`config.mk`:
```
export PLATFORM = sky130hd
export DESIGN_NAME = config_protection_and_ids
export DESIGN_NICKNAME = d
export VERILOG_FILES = /design/src/design/cfg_prot_pkg.sv /design/src/design/config_protection_and_ids.sv
export SDC_FILE = /design/constraint.sdc
export NUM_CORES = 1
export LEC_CHECK = 0
export ABC_AREA = 1
export BUFFER_PORTS_ARGS = -buffer_cell sky130_fd_sc_hd__buf_2
export CAP_MARGIN = 20
export CORE_MARGIN = 3
export CORE_UTILIZATION = 54
export DETAILED_ROUTE_END_ITERATION = 8
export PLACE_DENSITY_LB_ADDON = 0.15
export SLEW_MARGIN = 20
export SYNTH_ARGS = -nofsm -noshare
export SYNTH_HDL_FRONTEND = slang
export SYNTH_SLANG_ARGS = --single-unit
export TNS_END_PERCENT = 100
```
`constraint.sdc`:
```
create_clock -name mclk -period 4.6 [get_ports mclk]
set_input_delay 0.46 -clock mclk [delete_from_list [all_inputs] [get_ports mclk]]
set_output_delay 0.46 -clock mclk [all_outputs]
set_load 0.01 [all_outputs]
```
`src/design/cfg_prot_pkg.sv`:
```
package cfg_prot_pkg;
    // Configuration word widths and fields
    localparam int FUSE_W = 14;
    localparam int PER_W = 5;
    localparam int WIN_W = 3;
    localparam int WP_W = 2;
    localparam int PM_AW = 16;
    localparam int CPS_LSB = 0;
    localparam int CWS_LSB = 8;
    localparam int CP_BIT = 7;
    localparam int WRT_LSB = 0;
    // Period select decode
    localparam logic [4:0] PER_LAST_POW = 5'h12;
    localparam logic [4:0] PER_SW_CODE = 5'h1F;
    localparam logic [4:0] PER_SW_INIT = 5'h0B;
    localparam logic [4:0] PER_MIN_CODE = 5'h00;
    localparam logic [4:0] PER_POW_BASE = 5'h05;
    // Window select: codes 110/111 give software control
    localparam logic [2:0] WIN_SW_MIN = 3'h6;
    localparam logic [2:0] WIN_OPEN = 3'h7;
    localparam logic [2:0] WIN_FUSE_MIN = 3'h1;
    // Write protection field encoding and limits
    localparam logic [1:0] WRT_OFF = 2'h3;
    localparam logic [1:0] WRT_BOOT = 2'h2;
    localparam logic [1:0] WRT_HALF = 2'h1;
    localparam logic [15:0] WRT_BOOT_TOP = 16'h01FF;
    localparam logic [15:0] WRT_HALF_TOP = 16'h0FFF;
    localparam logic [15:0] WRT_ALL_TOP = 16'h1FFF;
    // Special locations
    localparam logic [15:0] UID_BASE = 16'h8000;
    localparam logic [15:0] UID_TOP = 16'h8003;
    localparam logic [15:0] REV_ADDR = 16'h8005;
    localparam logic [15:0] PART_IDENT_WORD_ADDR = 16'h8006;
    // APB map: fuse-driven state, user IDs and identity words exposed to software
    localparam logic [11:0] A_PERIOD = 12'h000;
    localparam logic [11:0] A_WINDOW = 12'h004;
    localparam logic [11:0] A_FUSE3 = 12'h008;
    localparam logic [11:0] A_STATUS = 12'h00C;
    localparam logic [11:0] A_UID0 = 12'h010;
    localparam logic [11:0] A_REV = 12'h020;
    localparam logic [11:0] A_PART_IDENT_WORD = 12'h024;
    localparam int UID_N = 4;
    // External programmer request
    typedef struct packed {
        logic rd;
        logic wr;
        logic [15:0] addr;
        logic [13:0] wdata;
    } pm_req_s;
endpackage

```
`src/design/config_protection_and_ids.sv`:
```
`timescale 1ns/10ps
`default_nettype none
module config_protection_and_ids #(
    // Arbitrary neutral identity values
    parameter logic [13:0] PART_ID = 14'h0A5A,
    parameter logic [13:0] REV_ID = 14'h0101
) (
    // Clock, reset, enable
    input wire logic mclk,
    input wire logic rst,
    input wire logic ce,
    // Fuse words, valid at reset release
    input wire logic [cfg_prot_pkg::FUSE_W-1:0] fuse2_word,
    input wire logic [cfg_prot_pkg::FUSE_W-1:0] fuse3_word,
    input wire logic [cfg_prot_pkg::FUSE_W-1:0] fuse1_word,
    // APB slave
    input wire logic psel,
    input wire logic penable,
    input wire logic pwrite,
    input wire logic [11:0] paddr,
    input wire logic [31:0] pwdata,
    output logic [31:0] prdata,
    output logic pready,
    output logic pslverr,
    // External programmer path
    input wire cfg_prot_pkg::pm_req_s ext_req,
    output logic [13:0] ext_rdata,
    output logic ext_wr_grant,
    // CPU program-memory path
    input wire logic cpu_rd,
    input wire logic cpu_wr,
    input wire logic [15:0] cpu_addr,
    input wire logic [13:0] cpu_wdata,
    output logic [13:0] cpu_rdata,
    output logic cpu_wr_grant,
    // Program array data and watchdog outputs
    input wire logic [13:0] pm_rdata,
    output logic [4:0] watchdog_live_period,
    output logic [4:0] wdt_div_log2,
    output logic [2:0] wdt_window
);
    import cfg_prot_pkg::*;

    typedef enum logic [1:0] {ST_CAPTURE, ST_RUN} phase_e;
    phase_e phase_q;
    logic [4:0] watchdog_cfg_period_select;
    logic [2:0] win_cfg_q;
    logic code_protect_n;
    logic [1:0] self_write_protect_sel;
    logic [13:0] third_fuse_word;
    logic [13:0] uid_q [UID_N];
    logic per_sw, win_sw;
    logic wr_acc;

    // Top of the protected block, or none
    function automatic logic wp_hit(input logic [1:0] sel,
                                    input logic [15:0] a);
        case (sel)
            WRT_OFF: wp_hit = 1'b0;
            WRT_BOOT: wp_hit = (a <= WRT_BOOT_TOP);
            WRT_HALF: wp_hit = (a <= WRT_HALF_TOP);
            default: wp_hit = (a <= WRT_ALL_TOP);
        endcase
    endfunction

    // Locations that can never be altered
    function automatic logic id_loc(input logic [15:0] a);
        id_loc = (a == REV_ADDR) || (a == PART_IDENT_WORD_ADDR);
    endfunction

    function automatic logic uid_loc(input logic [15:0] a);
        uid_loc = (a >= UID_BASE) && (a <= UID_TOP);
    endfunction

    // Special-location read mux shared by both paths
    function automatic logic [13:0] rd_mux(input logic [15:0] a,
                                           input logic [13:0] arr,
                                           input logic [13:0] u);
        if (a == PART_IDENT_WORD_ADDR) begin
            rd_mux = PART_ID;
        end else if (a == REV_ADDR) begin
            rd_mux = REV_ID;
        end else if (uid_loc(a)) begin
            rd_mux = u;
        end else begin
            rd_mux = arr;
        end
    endfunction

    // Fuse capture: one cycle after reset release, then frozen, so a
    // programmer rewriting fuses mid-run has no effect until reset
    always_ff @(posedge mclk or posedge rst) begin
        if (rst) begin
            phase_q <= ST_CAPTURE;
            watchdog_cfg_period_select <= 5'h00;
            win_cfg_q <= 3'h0;
            code_protect_n <= 1'b0;
            self_write_protect_sel <= 2'h0;
            third_fuse_word <= 14'h0000;
        end else if (ce) begin
            case (phase_q)
                ST_CAPTURE: begin
                    watchdog_cfg_period_select <=
                        fuse3_word[CPS_LSB +: PER_W];
                    win_cfg_q <= fuse3_word[CWS_LSB +: WIN_W];
                    code_protect_n <= fuse1_word[CP_BIT];
                    self_write_protect_sel <=
                        fuse2_word[WRT_LSB +: WP_W];
                    third_fuse_word <= fuse3_word;
                    phase_q <= ST_RUN;
                end
                ST_RUN: phase_q <= ST_RUN;
                default: phase_q <= ST_CAPTURE;
            endcase
        end
    end

    assign per_sw = (watchdog_cfg_period_select == PER_SW_CODE);
    assign win_sw = (win_cfg_q >= WIN_SW_MIN);
    assign wr_acc = psel && penable && pwrite;

    // Live period: preset on capture, software writes only in code 31
    always_ff @(posedge mclk or posedge rst) begin
        if (rst) begin
            watchdog_live_period <= 5'h00;
        end else if (ce) begin
            if (phase_q == ST_CAPTURE) begin
                if (fuse3_word[CPS_LSB +: PER_W] == PER_SW_CODE) begin
                    watchdog_live_period <= PER_SW_INIT;
                end else begin
                    watchdog_live_period <= fuse3_word[CPS_LSB +: PER_W];
                end
            end else if (wr_acc && paddr == A_PERIOD && per_sw) begin
                watchdog_live_period <= pwdata[4:0];
            end
        end
    end

    // Window: fuse codes 110 and 111 both open fully, so the 12.5%
    // delay code 110 is reachable only by a software write
    always_ff @(posedge mclk or posedge rst) begin
        if (rst) begin
            wdt_window <= WIN_OPEN;
        end else if (ce) begin
            if (phase_q == ST_CAPTURE) begin
                if (fuse3_word[CWS_LSB +: WIN_W] >= WIN_SW_MIN) begin
                    wdt_window <= WIN_OPEN;
                end else begin
                    wdt_window <= fuse3_word[CWS_LSB +: WIN_W];
                end
            end else if (wr_acc && paddr == A_WINDOW && win_sw) begin
                wdt_window <= pwdata[2:0];
            end
        end
    end

    // Divider exponent; unused codes fall back to the shortest period
    always_comb begin
        if (watchdog_live_period <= PER_LAST_POW) begin
            wdt_div_log2 = watchdog_live_period + PER_POW_BASE;
        end else begin
            wdt_div_log2 = PER_MIN_CODE + PER_POW_BASE;
        end
    end

    // User ID storage: CPU self-write, external write if unprotected
    always_ff @(posedge mclk or posedge rst) begin
        if (rst) begin
            for (int i = 0; i < UID_N; i++) begin
                uid_q[i] <= 14'h3FFF;
            end
        end else if (ce) begin
            if (cpu_wr && uid_loc(cpu_addr)) begin
                uid_q[cpu_addr[1:0]] <= cpu_wdata;
            end else if (ext_req.wr && code_protect_n &&
                         uid_loc(ext_req.addr)) begin
                uid_q[ext_req.addr[1:0]] <= ext_req.wdata;
            end
        end
    end

    // Write grants to the array; ID words never granted
    assign cpu_wr_grant = cpu_wr && (phase_q == ST_RUN) &&
        !id_loc(cpu_addr) && !uid_loc(cpu_addr) &&
        !wp_hit(self_write_protect_sel, cpu_addr);
    assign ext_wr_grant = ext_req.wr && code_protect_n &&
        (phase_q == ST_RUN) && !id_loc(ext_req.addr) &&
        !uid_loc(ext_req.addr);

    // Registered read data; CPU sees through protection
    always_ff @(posedge mclk or posedge rst) begin
        if (rst) begin
            cpu_rdata <= 14'h0000;
            ext_rdata <= 14'h0000;
        end else if (ce) begin
            if (cpu_rd) begin
                cpu_rdata <= rd_mux(cpu_addr, pm_rdata,
                                    uid_q[cpu_addr[1:0]]);
            end
            if (ext_req.rd) begin
                ext_rdata <= code_protect_n ?
                    rd_mux(ext_req.addr, pm_rdata,
                           uid_q[ext_req.addr[1:0]]) : 14'h0000;
            end
        end
    end

    // APB: zero-wait; unmapped or bad write gives pslverr
    assign pready = 1'b1;
    always_comb begin
        pslverr = 1'b0;
        if (psel && penable) begin
            case (paddr)
                A_PERIOD: pslverr = pwrite && !per_sw;
                A_WINDOW: pslverr = pwrite && !win_sw;
                A_UID0, A_UID0 + 12'h004, A_UID0 + 12'h008,
                A_UID0 + 12'h00C: pslverr = 1'b0;
                A_FUSE3, A_STATUS, A_REV, A_PART_IDENT_WORD: pslverr = pwrite;
                default: pslverr = 1'b1;
            endcase
        end
    end

    // APB read data register
    always_ff @(posedge mclk or posedge rst) begin
        if (rst) begin
            prdata <= 32'h0000_0000;
        end else if (ce && psel && !penable && !pwrite) begin
            case (paddr)
                A_PERIOD: prdata <= {27'h0, watchdog_live_period};
                A_WINDOW: prdata <= {29'h0, wdt_window};
                A_FUSE3: prdata <= {18'h0, third_fuse_word};
                A_STATUS: prdata <= {22'h0, win_sw, per_sw,
                    code_protect_n, self_write_protect_sel, wdt_div_log2};
                A_UID0: prdata <= {18'h0, uid_q[0]};
                A_UID0 + 12'h004: prdata <= {18'h0, uid_q[1]};
                A_UID0 + 12'h008: prdata <= {18'h0, uid_q[2]};
                A_UID0 + 12'h00C: prdata <= {18'h0, uid_q[3]};
                A_REV: prdata <= {18'h0, REV_ID};
                A_PART_IDENT_WORD: prdata <= {18'h0, PART_ID};
                default: prdata <= 32'h0000_0000;
            endcase
        end
    end

    // Assertions: watchdog period and window decode
    a_div_fixed_short: assert property (
        @(posedge mclk) disable iff (rst)
        watchdog_live_period > PER_LAST_POW |-> wdt_div_log2 == 5'h05)
        else $error("fixed code must divide by 32");
    a_div_power_map: assert property (
        @(posedge mclk) disable iff (rst)
        watchdog_live_period <= PER_LAST_POW |->
        wdt_div_log2 == watchdog_live_period + 5'h05)
        else $error("divider exponent wrong");
    a_sw_period_init: assert property (
        @(posedge mclk) disable iff (rst)
        (ce && phase_q == ST_CAPTURE && fuse3_word[4:0] == 5'h1F) |=>
        watchdog_live_period == 5'h0B)
        else $error("software period not preset");
    a_period_locked: assert property (
        @(posedge mclk) disable iff (rst)
        (phase_q == ST_RUN && !per_sw) |=> $stable(watchdog_live_period))
        else $error("locked period changed");
    a_window_floor: assert property (
        @(posedge mclk) disable iff (rst)
        (phase_q == ST_RUN && !win_sw) |->
        wdt_window == win_cfg_q && wdt_window != WIN_SW_MIN)
        else $error("12.5 percent delay window from fuse");

    // Assertions: external and self-write protection
    a_cp_read_zero: assert property (
        @(posedge mclk) disable iff (rst)
        (ce && ext_req.rd && !code_protect_n && phase_q == ST_RUN) |=>
        ext_rdata == 14'h0000)
        else $error("protected read leaked data");
    a_cp_no_write: assert property (
        @(posedge mclk) disable iff (rst)
        !code_protect_n |-> !ext_wr_grant)
        else $error("protected write granted");
    a_cpu_read_through: assert property (
        @(posedge mclk) disable iff (rst)
        (ce && cpu_rd && cpu_addr <= WRT_ALL_TOP) |=>
        cpu_rdata == $past(pm_rdata))
        else $error("CPU program read altered");
    a_wp_boot: assert property (
        @(posedge mclk) disable iff (rst)
        (self_write_protect_sel == WRT_BOOT && cpu_addr <= WRT_BOOT_TOP)
        |-> !cpu_wr_grant)
        else $error("write into boot block");
    a_wp_block: assert property (
        @(posedge mclk) disable iff (rst)
        (self_write_protect_sel == 2'h0 && cpu_addr <= 16'h1FFF)
        |-> !cpu_wr_grant)
        else $error("write into protected block");

    // Assertions: identity words and held fuse fields
    a_id_readonly: assert property (
        @(posedge mclk) disable iff (rst)
        (cpu_addr == 16'h8006 || cpu_addr == 16'h8005) |-> !cpu_wr_grant)
        else $error("ID word write granted");
    a_ext_id_refuse: assert property (
        @(posedge mclk) disable iff (rst)
        (ext_req.wr && (ext_req.addr == REV_ADDR ||
        ext_req.addr == PART_IDENT_WORD_ADDR)) |-> !ext_wr_grant)
        else $error("ID word external write granted");
    a_cpu_part_ident_word: assert property (
        @(posedge mclk) disable iff (rst)
        (ce && cpu_rd && cpu_addr == 16'h8006) |=> cpu_rdata == PART_ID)
        else $error("part id read wrong");
    a_rev_read: assert property (
        @(posedge mclk) disable iff (rst)
        (ce && cpu_rd && cpu_addr == REV_ADDR) |=> cpu_rdata == REV_ID)
        else $error("revision read wrong");
    a_fuse_hold: assert property (
        @(posedge mclk) disable iff (rst)
        phase_q == ST_RUN |=> $stable(code_protect_n) &&
        $stable(self_write_protect_sel))
        else $error("fuse fields changed in run");

    // Main scenarios
    c_sw_period_write: cover property (@(posedge mclk) disable iff (rst)
        wr_acc && paddr == A_PERIOD && per_sw);
    c_sw_window_write: cover property (@(posedge mclk) disable iff (rst)
        wr_acc && paddr == A_WINDOW && win_sw);
    c_protected_read: cover property (@(posedge mclk) disable iff (rst)
        ext_req.rd && !code_protect_n);
    c_uid_write: cover property (@(posedge mclk) disable iff (rst)
        cpu_wr && uid_loc(cpu_addr));
    c_boot_refuse: cover property (@(posedge mclk) disable iff (rst)
        cpu_wr && !cpu_wr_grant && self_write_protect_sel == WRT_BOOT);
endmodule
`default_nettype wire

```
# Word-level counts from Yosys, hierarchy flattened
# Index checks and enable logic that the tools add are counted.
# op_classes
addsub	1
n_lt_le_gt_ge	14
eq_ne	19
n_mux	33
bitwise	2
reduce_logical	50
# op_table
operator	n
$mux 14	13
$pmux 14 s10	1
$bwmux 56	2
$mux 56	2
$eq 16x16->1 const B	4
$bmux 14 s2	2
$demux 14 s2	2
$eq 12x5->1 const B	4
$ge 16x16->1 const B	2
$le 16x16->1 const B	2
$logic_and 1x1->1	25
$eq 12x4->1 const B	2
$eq 12x6->1 const B	2
$mux 5	4
$le 16x12->1 const B	1
$le 16x13->1 const B	1
$le 16x9->1 const B	1
$eq 12x3->1 const B	1
$ge 3x3->1 const B	4
$logic_not 12->1	1
$reduce_and 2->1	6
$eq 5x5->1 const B	2
$logic_not 1->1	9
$mux 3	3
14 further kinds	23
# word_totals
reg_bits	151
in_bits	170
output_inout_bits	77
elab_cells	134

# Longest topological paths before layout
# Gate-level depths: netlist (run 1).
# depth
depth_word	8
mapped_depth	13
mapped_depth_nobuf	13

# Worst setup path after synthesis (run 1)
# OpenSTA, ideal clock, no wires.
# synth_timing
kind	in2out
from	input ext_req[15] in the netlist's numbering
to	output ext_wr_grant
arrival_ns	1.458
slack_ns	2.682
cell_stages	6
n_path_buf	3
path_cell_list	buf_4 nand2_1 inv_1 buf_2 buf_2 a31oi_1
# synth_between
elab_chain_len	5
elab_cells_between_ends	10
classes_between	order compare: 2; eq/ne: 2; reduce/logical: 6
# synth_lines
element	line	text
start: declaration	config_protection_and_ids.sv:26	input wire cfg_prot_pkg::pm_req_s ext_req,
parallel branches: the longest is 4 deep, another holds $ge 16x16->1	-	
$logic_and 1x1->1 (*)	config_protection_and_ids.sv:187	(phase_q == ST_RUN) && !id_loc(ext_req.addr) &&
end: declaration	config_protection_and_ids.sv:28	output logic ext_wr_grant,
# Mark *: on every way between the ends.

# Worst setup path after layout (run 1)
# layout_timing
from	input cpu_addr[0]
to	output cpu_wr_grant
# layout_between
elab_chain_len	6
elab_cells_between_ends	16
classes_between	order compare: 5; eq/ne: 2; mux: 1; reduce/logical: 8
# layout_lines
element	line	text
start: declaration	config_protection_and_ids.sv:32	input wire logic [15:0] cpu_addr,
parallel branches: the longest is 5 deep, another holds $le 16x13->1	-	
$logic_and 1x1->1 (*)	config_protection_and_ids.sv:184	!id_loc(cpu_addr) && !uid_loc(cpu_addr) &&
end: declaration	config_protection_and_ids.sv:35	output logic cpu_wr_grant,
# Marked as above.

==> results of run 1 <==
[cells in the mapped netlist (all sizes together)]
| cell | count | area, um2 |
|---|---|---|
| a21oi | 15 | 78.8 |
| a31oi | 1 | 6.26 |
| and2 | 1 | 6.26 |
| and3 | 1 | 6.26 |
| buf | 62 | 404 |
| clkbuf | 22 | 82.6 |
| clkinv | 7 | 26.3 |
| conb | 2 | 7.51 |
| dfrtp | 65 | 1630 |
| dfstp | 59 | 1550 |
| ha | 2 | 25.0 |
| inv | 89 | 334 |
| nand2 | 510 | 1940 |
| nand3 | 217 | 1130 |
| nand3b | 2 | 15.0 |
| nand4 | 61 | 382 |
| nor2 | 116 | 473 |
| nor3 | 21 | 136 |
| o2111ai | 2 | 17.5 |
| o211ai | 1 | 7.51 |
| o21a | 3 | 22.5 |
| o21ai | 51 | 255 |
| o22ai | 33 | 206 |
| or2 | 3 | 18.8 |
| xor2 | 1 | 8.76 |
[final timing paths]
check	end	slack [ns]	depth (start not counted)
worst max-delay path	cpu_wr_grant	1.74	8
worst min-delay path	third_fuse_word[7]	0.23	3
worst max register to register	watchdog_live_period[0]	2.45	6
worst min register to register	uid_q[28]	0.47	2
max in group asynchronous	cpu_rdata[12]	3.06	4
min in group asynchronous	ext_rdata[6]	0.48	3
[routing by layer]
layer / vias up / share of wire
li1: 4665 / -
met1: 4480 / 0.41
met2: 537 / 0.47
met3: 83 / 0.092
met4: 0 / 0.028
met5: - / 0
[per-stage QoR]
stage	std cells	total power (W)	area [um2]
6_report	1709	0.00277	10100
2_1_floorplan	1364	0.00141	8830
3_3_place_gp	1676	0.00156	9570
3_5_place_dp	1676	0.00157	9570
4_1_cts	1708	0.00278	10100
5_1_grt	1708	0.00288	10100
[repair_timing]
item / CTS / global route
gates resized for setup: 0 / 0
endpoints found under the hold margin: 10 / 0
buffers inserted: 0 / 0
hold buffers: 1 / 0
[where the power goes]
part,total [W],switching (W),internal (W)
Clock,0.00121,0.000460,0.000753
Sequential,0.00117,0.0000295,0.00114
Combinational,0.000392,0.000260,0.000133
[cell families after synthesis]
logic type | count (synthesis) | share of synthesized area
buffers and inverters | 180 | 0.0967
AO/OA/AOI/OAI | 106 | 0.0678
other | 2 | 0.000857
AND/OR/NAND/NOR | 932 | 0.468
flip-flops | 124 | 0.363
XOR/XNOR | 1 | 0.00100
adder cells (fa/ha/maj) | 2 | 0.00286
[state kept, by name, indices dropped and copies added (netlist names)]
name and cells:
phase_q 1, win_cfg_q 2, watchdog_cfg_period_select 4, prdata 14
ext_rdata 14, uid_q 56, cpu_rdata 14, watchdog_live_period 5
code_protect_n 1, wdt_window 3, self_write_protect_sel 2, third_fuse_word 8
[worst max-delay path, delay by kind of cell]
kind | cells | cell delay (ns)
buffers and inverters | 4 | 1.04
AND/OR/NAND/NOR | 4 | 0.90
[final cells by class]
class / count / area [um2]
repair buffers: 186 / 961
fillers: 1452 / 5420
inverters: 96 / 363
multi-input cells: 1060 / 4810
well taps: 211 / 264
diodes: 1 / 2.50
flip-flops and latches: 124 / 3180
clock buffers: 25 / 505
clock inverters: 6 / 33.8
==> reports/qor.csv, run 1 <==
stage;metric;value;unit
status;status;finished clean;
synth;avgSynthCellArea;6.50;um2
cells_and_area;nets;1657;
global_routing;use_met2;0.521;
floorplanning;fp.dieW;133;um
global_routing;grt_usage;0.324;
detailed_routing;num_vias;9765;
floorplanning;coreArea;0.0155;mm2
placement;post-place-ws;1.70;ns
sta;grt_setup_unrepaired;false;
sta;fmax;349;MHz
setup_path;cp_max_fo;19;
setup_path;slowest_stage;clkinv_1;
global_routing;grt_start_max_net_pins;73;
setup_path;r2r-start;phase_q[0];
global_routing;grt_util_met3;0.0665;
setup_path;slowest_delay;0.71;ns
detailed_routing;drt_iter0_markers;1289;
power;vdd_drop_max;0.277;mV
sta;timing.slew.headroom;0.323;
sta;setup_slack;1.74;ns
setup_path;cp_cell_sequence;buf_2 > inv_1 > nand2_1 > clkinv_1 > nand3_1 > nand2_1 > nor2_1 > buf_2;
global_routing;busiest_layer;met2;
worst_hold_path;hold_class;input pin to register;
cts;numCtsBuffers;17;
power;pwr_density_cell;274;mW/mm2
synth;ys_ff_latch;124;
global_routing;grt_overflow_total;0;
sta;fin_crit_sh;0.622;
cts;clkTransAtPathRegs;0.05;ns
setup_path;critPathLaunchType;input pin;
floorplanning;start_util;0.564;
cts;cts-root-buf;clkbuf_16;
sta;holdWs;0.235;ns
synth;synth.distinct_cells;38;
sta;final.setup.tns;0;ns
floorplanning;rows;45;
cts;cts.sinks;124;
cts;htreeDepth;4;
detailed_routing;first_pass_iters;6;
global_routing;grt_pass1_vias;8667;
global_routing;antenna_found_initial;0;
setup_path;cp.arrival;2.40;ns
floorplanning;die-area;0.0178;mm2
cts;clock_latency;0.42;ns
setup_path;critPathLaunch;cpu_addr[0];
floorplanning;pin_count;247;
cts;cts_tree;built;
cells_and_area;layout_commonest_cell;nand2_1;
sta;finalSetupViolations;0;
worst_hold_path;hold_start;fuse3_word[7];
sta;slew_violations;0;
detailed_routing;wire_per_inst;17.4;um
setup_path;required;4.14;ns
cts;cts_buffer_depth;2;
synth;synth_area;0.00876;mm2
synth;ys_seq_area_frac;0.363;
placement;place_hpwl;22.2;mm
detailed_routing;totalWireLength;29.8;mm
detailed_routing;viasPerCell;5.71;
synth;ys_warn_count;0;
cells_and_area;final_cell_mix;501 x nand2_1, 210 x nand3_1, 175 x buf_2;
global_routing;grt_first_pass_wirelength;45.5;mm
cells_and_area;area_growth;15.5;%
run;maxCapViolations;0;
sta;clock_skew;0.00550;ns
synth;netlist_instances;1347;
sta;worstMarginPinSlew;1.01;ns
placement;port_buffers;175;
cells_and_area;finish.utilization;0.651;
placement;place.gp.congestion;0.985;
sta;finalWorstPathRequiredPeriod;2.86;ns
power;power_leakage;5.44;nW
sta;final_hold_viol_count;0;
floorplanning;fp.dieH;133;um
detailed_routing;ant_nets;0;
global_routing;grt_use_met1;0.441;
setup_path;path_class;input pin to output pin;
cells_and_area;drive_gt1_frac;0.210;
detailed_routing;drc_errors;0;
setup_path;cp-end-kind;output pin;
Power figures use the tool's default switching activity.
==> run 2, diff against run 1 <==
- CORE_UTILIZATION: 54 -> 48
- clock period: 4.6 -> 2.5 ns (I/O delays scaled with it)
==> run 2 against run 1 <==
- the flow now finishes with violations (hold timing)
- worst hold slack got worse by 0.25 ns
- largest cell class unchanged
- cell area grew 2.8%
- highest routed layer unchanged
- first-iteration DRC count shrank 0.54%
- global-route usage down 1.0 points
- combinational power grew 93%
- largest power group unchanged
==> reports/qor.csv, run 2 (same netlist as run 1, synthesis figures left out) <==
stage;metric;value;unit;change
status;status;finished, violations left;;
status;violations;hold timing;;
cells_and_area;nets;1681;;+1.4%
power;pwr_density_cell;514;mW/mm2;+88%
detailed_routing;num_vias;10000;;+2.5%
cts;cts_resized;0;;unchanged
detailed_routing;ant_nets;0;;unchanged
cells_and_area;drive_gt1_frac;0.225;;+0.0150
cells_and_area;largest_register;uid_q;;
sta;finalSetupViolations;0;;unchanged
detailed_routing;totalWireLength;31.7;mm;+6.6%
global_routing;grt_usage;0.314;;-0.00998
cts;post_cts_buffers;0;;unchanged
power;total_power;0.00535;W;+93%
global_routing;grt_start_max_net_pins;125;;+71%
cells_and_area;final_cell_mix;501 x nand2_1, 210 x nand3_1, 175 x buf_2;;
setup_path;slowest_stage;dfrtp_1;;
detailed_routing;drt_iter0_markers;1282;;-0.54%
floorplanning;coreArea;0.0176;mm2;+13%
placement;place.gp.congestion;0.963;;-2.3%
setup_path;critPathLaunchType;register;;
sta;timing.slew.headroom;0.540;;+0.217
sta;fmax;430;MHz;
floorplanning;fp.dieW;141;um;+5.8%
run;maxCapViolations;0;;unchanged
sta;holdWs;-0.0164;ns;-0.251 ns
setup_path;r2r-start;phase_q[0];;
setup_path;critPathLaunch;phase_q[0];;
sta;final_hold_viol_count;19;;+19
cells_and_area;finish.utilization;0.591;;-0.0600
setup_path;required;2.25;ns;-1.89 ns
power;vdd_drop_max;0.469;mV;+70%
placement;dpl_cell_area;0.00981;mm2;+2.5%
global_routing;grt_pass1_vias;9024;;+4.1%
floorplanning;die-area;0.0199;mm2;+12%
setup_path;cp.arrival;2.08;ns;-0.32 ns
placement;port_buffers;175;;unchanged
cts;cts.sinks;124;;unchanged
setup_path;cp-end-kind;output pin;;
setup_path;worst-path-buf-inv;2;;-2
power;power_leakage;5.59;nW;+2.7%
global_routing;antenna_found_initial;0;;unchanged
detailed_routing;drc_errors;0;;unchanged
cts;clkTransAtPathRegs;0.06;ns;about the same
cts;cts_tree;built;;
floorplanning;pin_count;247;;unchanged
floorplanning;start_util;0.498;;-0.0659
cells_and_area;area_growth;18.7;%;
cells_and_area;num_antenna_cells;0;;-1
global_routing;grt_overflow_total;0;;unchanged
setup_path;path_class;register to output pin;;
floorplanning;fp.dieH;141;um;+5.8%
cells_and_area;fin_cells;1747;;+2.2%
cts;htreeDepth;4;;unchanged
detailed_routing;first_pass_iters;6;;unchanged
placement;placed_cells;1715;;+2.3%
global_routing;grt_first_pass_wirelength;49.3;mm;+8.4%
floorplanning;rows;48;;+6.7%
setup_path;crit_family;flip-flops;;
sta;fin_crit_sh;0.930;;
sta;slew_violations;0;;unchanged
worst_hold_path;hold_class;input pin to asynchronous set/reset pin;;
sta;finalWorstPathRequiredPeriod;2.33;ns;
sta;clock_skew;0.0102;ns;+0.00471 ns
cts;clock_latency;0.42;ns;about the same
sta;grt_setup_unrepaired;false;;
detailed_routing;viasPerCell;5.73;;+0.23%
cells_and_area;final_area;0.0104;mm2;+2.8%
setup_path;slowest_delay;0.73;ns;+0.02 ns
cells_and_area;largest_reg_flops;56;;unchanged
setup_path;cp_max_fo;15;;-4
placement;place_hpwl;23.7;mm;+6.7%
cts;holdBufCountCts;0;;-1
setup_path;cp_cell_sequence;inv_1 > nor2_1 > nand3_1 > a31oi_1 > buf_2;;
cells_and_area;layout_commonest_cell;nand2_1;;
sta;worstMarginPinSlew;0.691;ns;-0.323 ns
cts;cts_buffer_depth;2;;unchanged
detailed_routing;wire_per_inst;18.1;um;+4.3%
cts;numCtsBuffers;17;;unchanged
cts;cts-root-buf;clkbuf_16;;
sta;final.setup.tns;0;ns;unchanged
-- run 2: changes by cell type in the layout (fill, tap and decap cells not counted) --
cell / before / now
buf_12: 0 / 3
buf_4: 10 / 32
bufinv_16: 0 / 1
clkbuf_1: 3 / 1
clkbuf_16: 17 / 18
clkbuf_8: 5 / 4
clkinv_4: 0 / 2
clkinvlp_4: 0 / 2
diode_2: 1 / 0
dlygate4sd3_1: 1 / 0
inv_4: 4 / 2
-- run 2: path summary, 6_finish.rpt --
check / end / slack, ns / cells after the start
setup / recovery: ext_wr_grant / 0.17 / 5
hold / removal: ext_rdata[3] / -0.02 / 3
setup reg to reg: watchdog_live_period[0] / 0.81 / 6
hold reg to reg: uid_q[28] / 0.47 / 2
max in group asynchronous: watchdog_live_period[0] / 1.96 / 3
min in group mclk: third_fuse_word[7] / 0.03 / 3
-- run 2: metrics by stage --
| step | hold slack, ns | setup slack (ns) |
|---|---|---|
| finish | -0.0164 | 0.174 |
| global route | 0.0275 | 0.0701 |
| CTS | 0.0129 | 0.173 |
| detailed placement | 0.454 | 0.544 |
| global placement | 0.449 | 0.557 |
| floorplan | 0.367 | 0.773 |
-- run 2: power by group --
group	total (W)	internal, W	leakage (nW)	switching (W)
Combinational	0.000756	0.000264	3.86	0.000493
Sequential	0.00215	0.00209	1.44	0.0000560
Clock	0.00245	0.00153	0.295	0.000916
-- run 2: worst reg2reg max path, delay by kind of cell, from the launching register on --
kind | cells | cell delay, ns
flip-flops | 1 | 0.73
AND/OR/NAND/NOR | 3 | 0.45
buffers and inverters | 2 | 0.33
AO/OA/AOI/OAI | 1 | 0.07
-- run 2: cell type report --
cell class	instances	area [um2]
Clock buffer	23	509
Clock inverter	9	82.6
Fill cell	1747	7190
Inverter	96	364
Multi-Input combinational cell	1060	4810
Sequential cell	124	3180
Tap cell	225	282
Timing Repair Buffer	210	1180
-- run 2: routing by layer --
metal	vias up	part of all wire	global-route usage
li1	4721	-	-
met1	4627	0.42	0.435
met2	578	0.46	0.501
met3	79	0.090	0.0577
met4	0	0.029	0.0964
met5	-	0	0
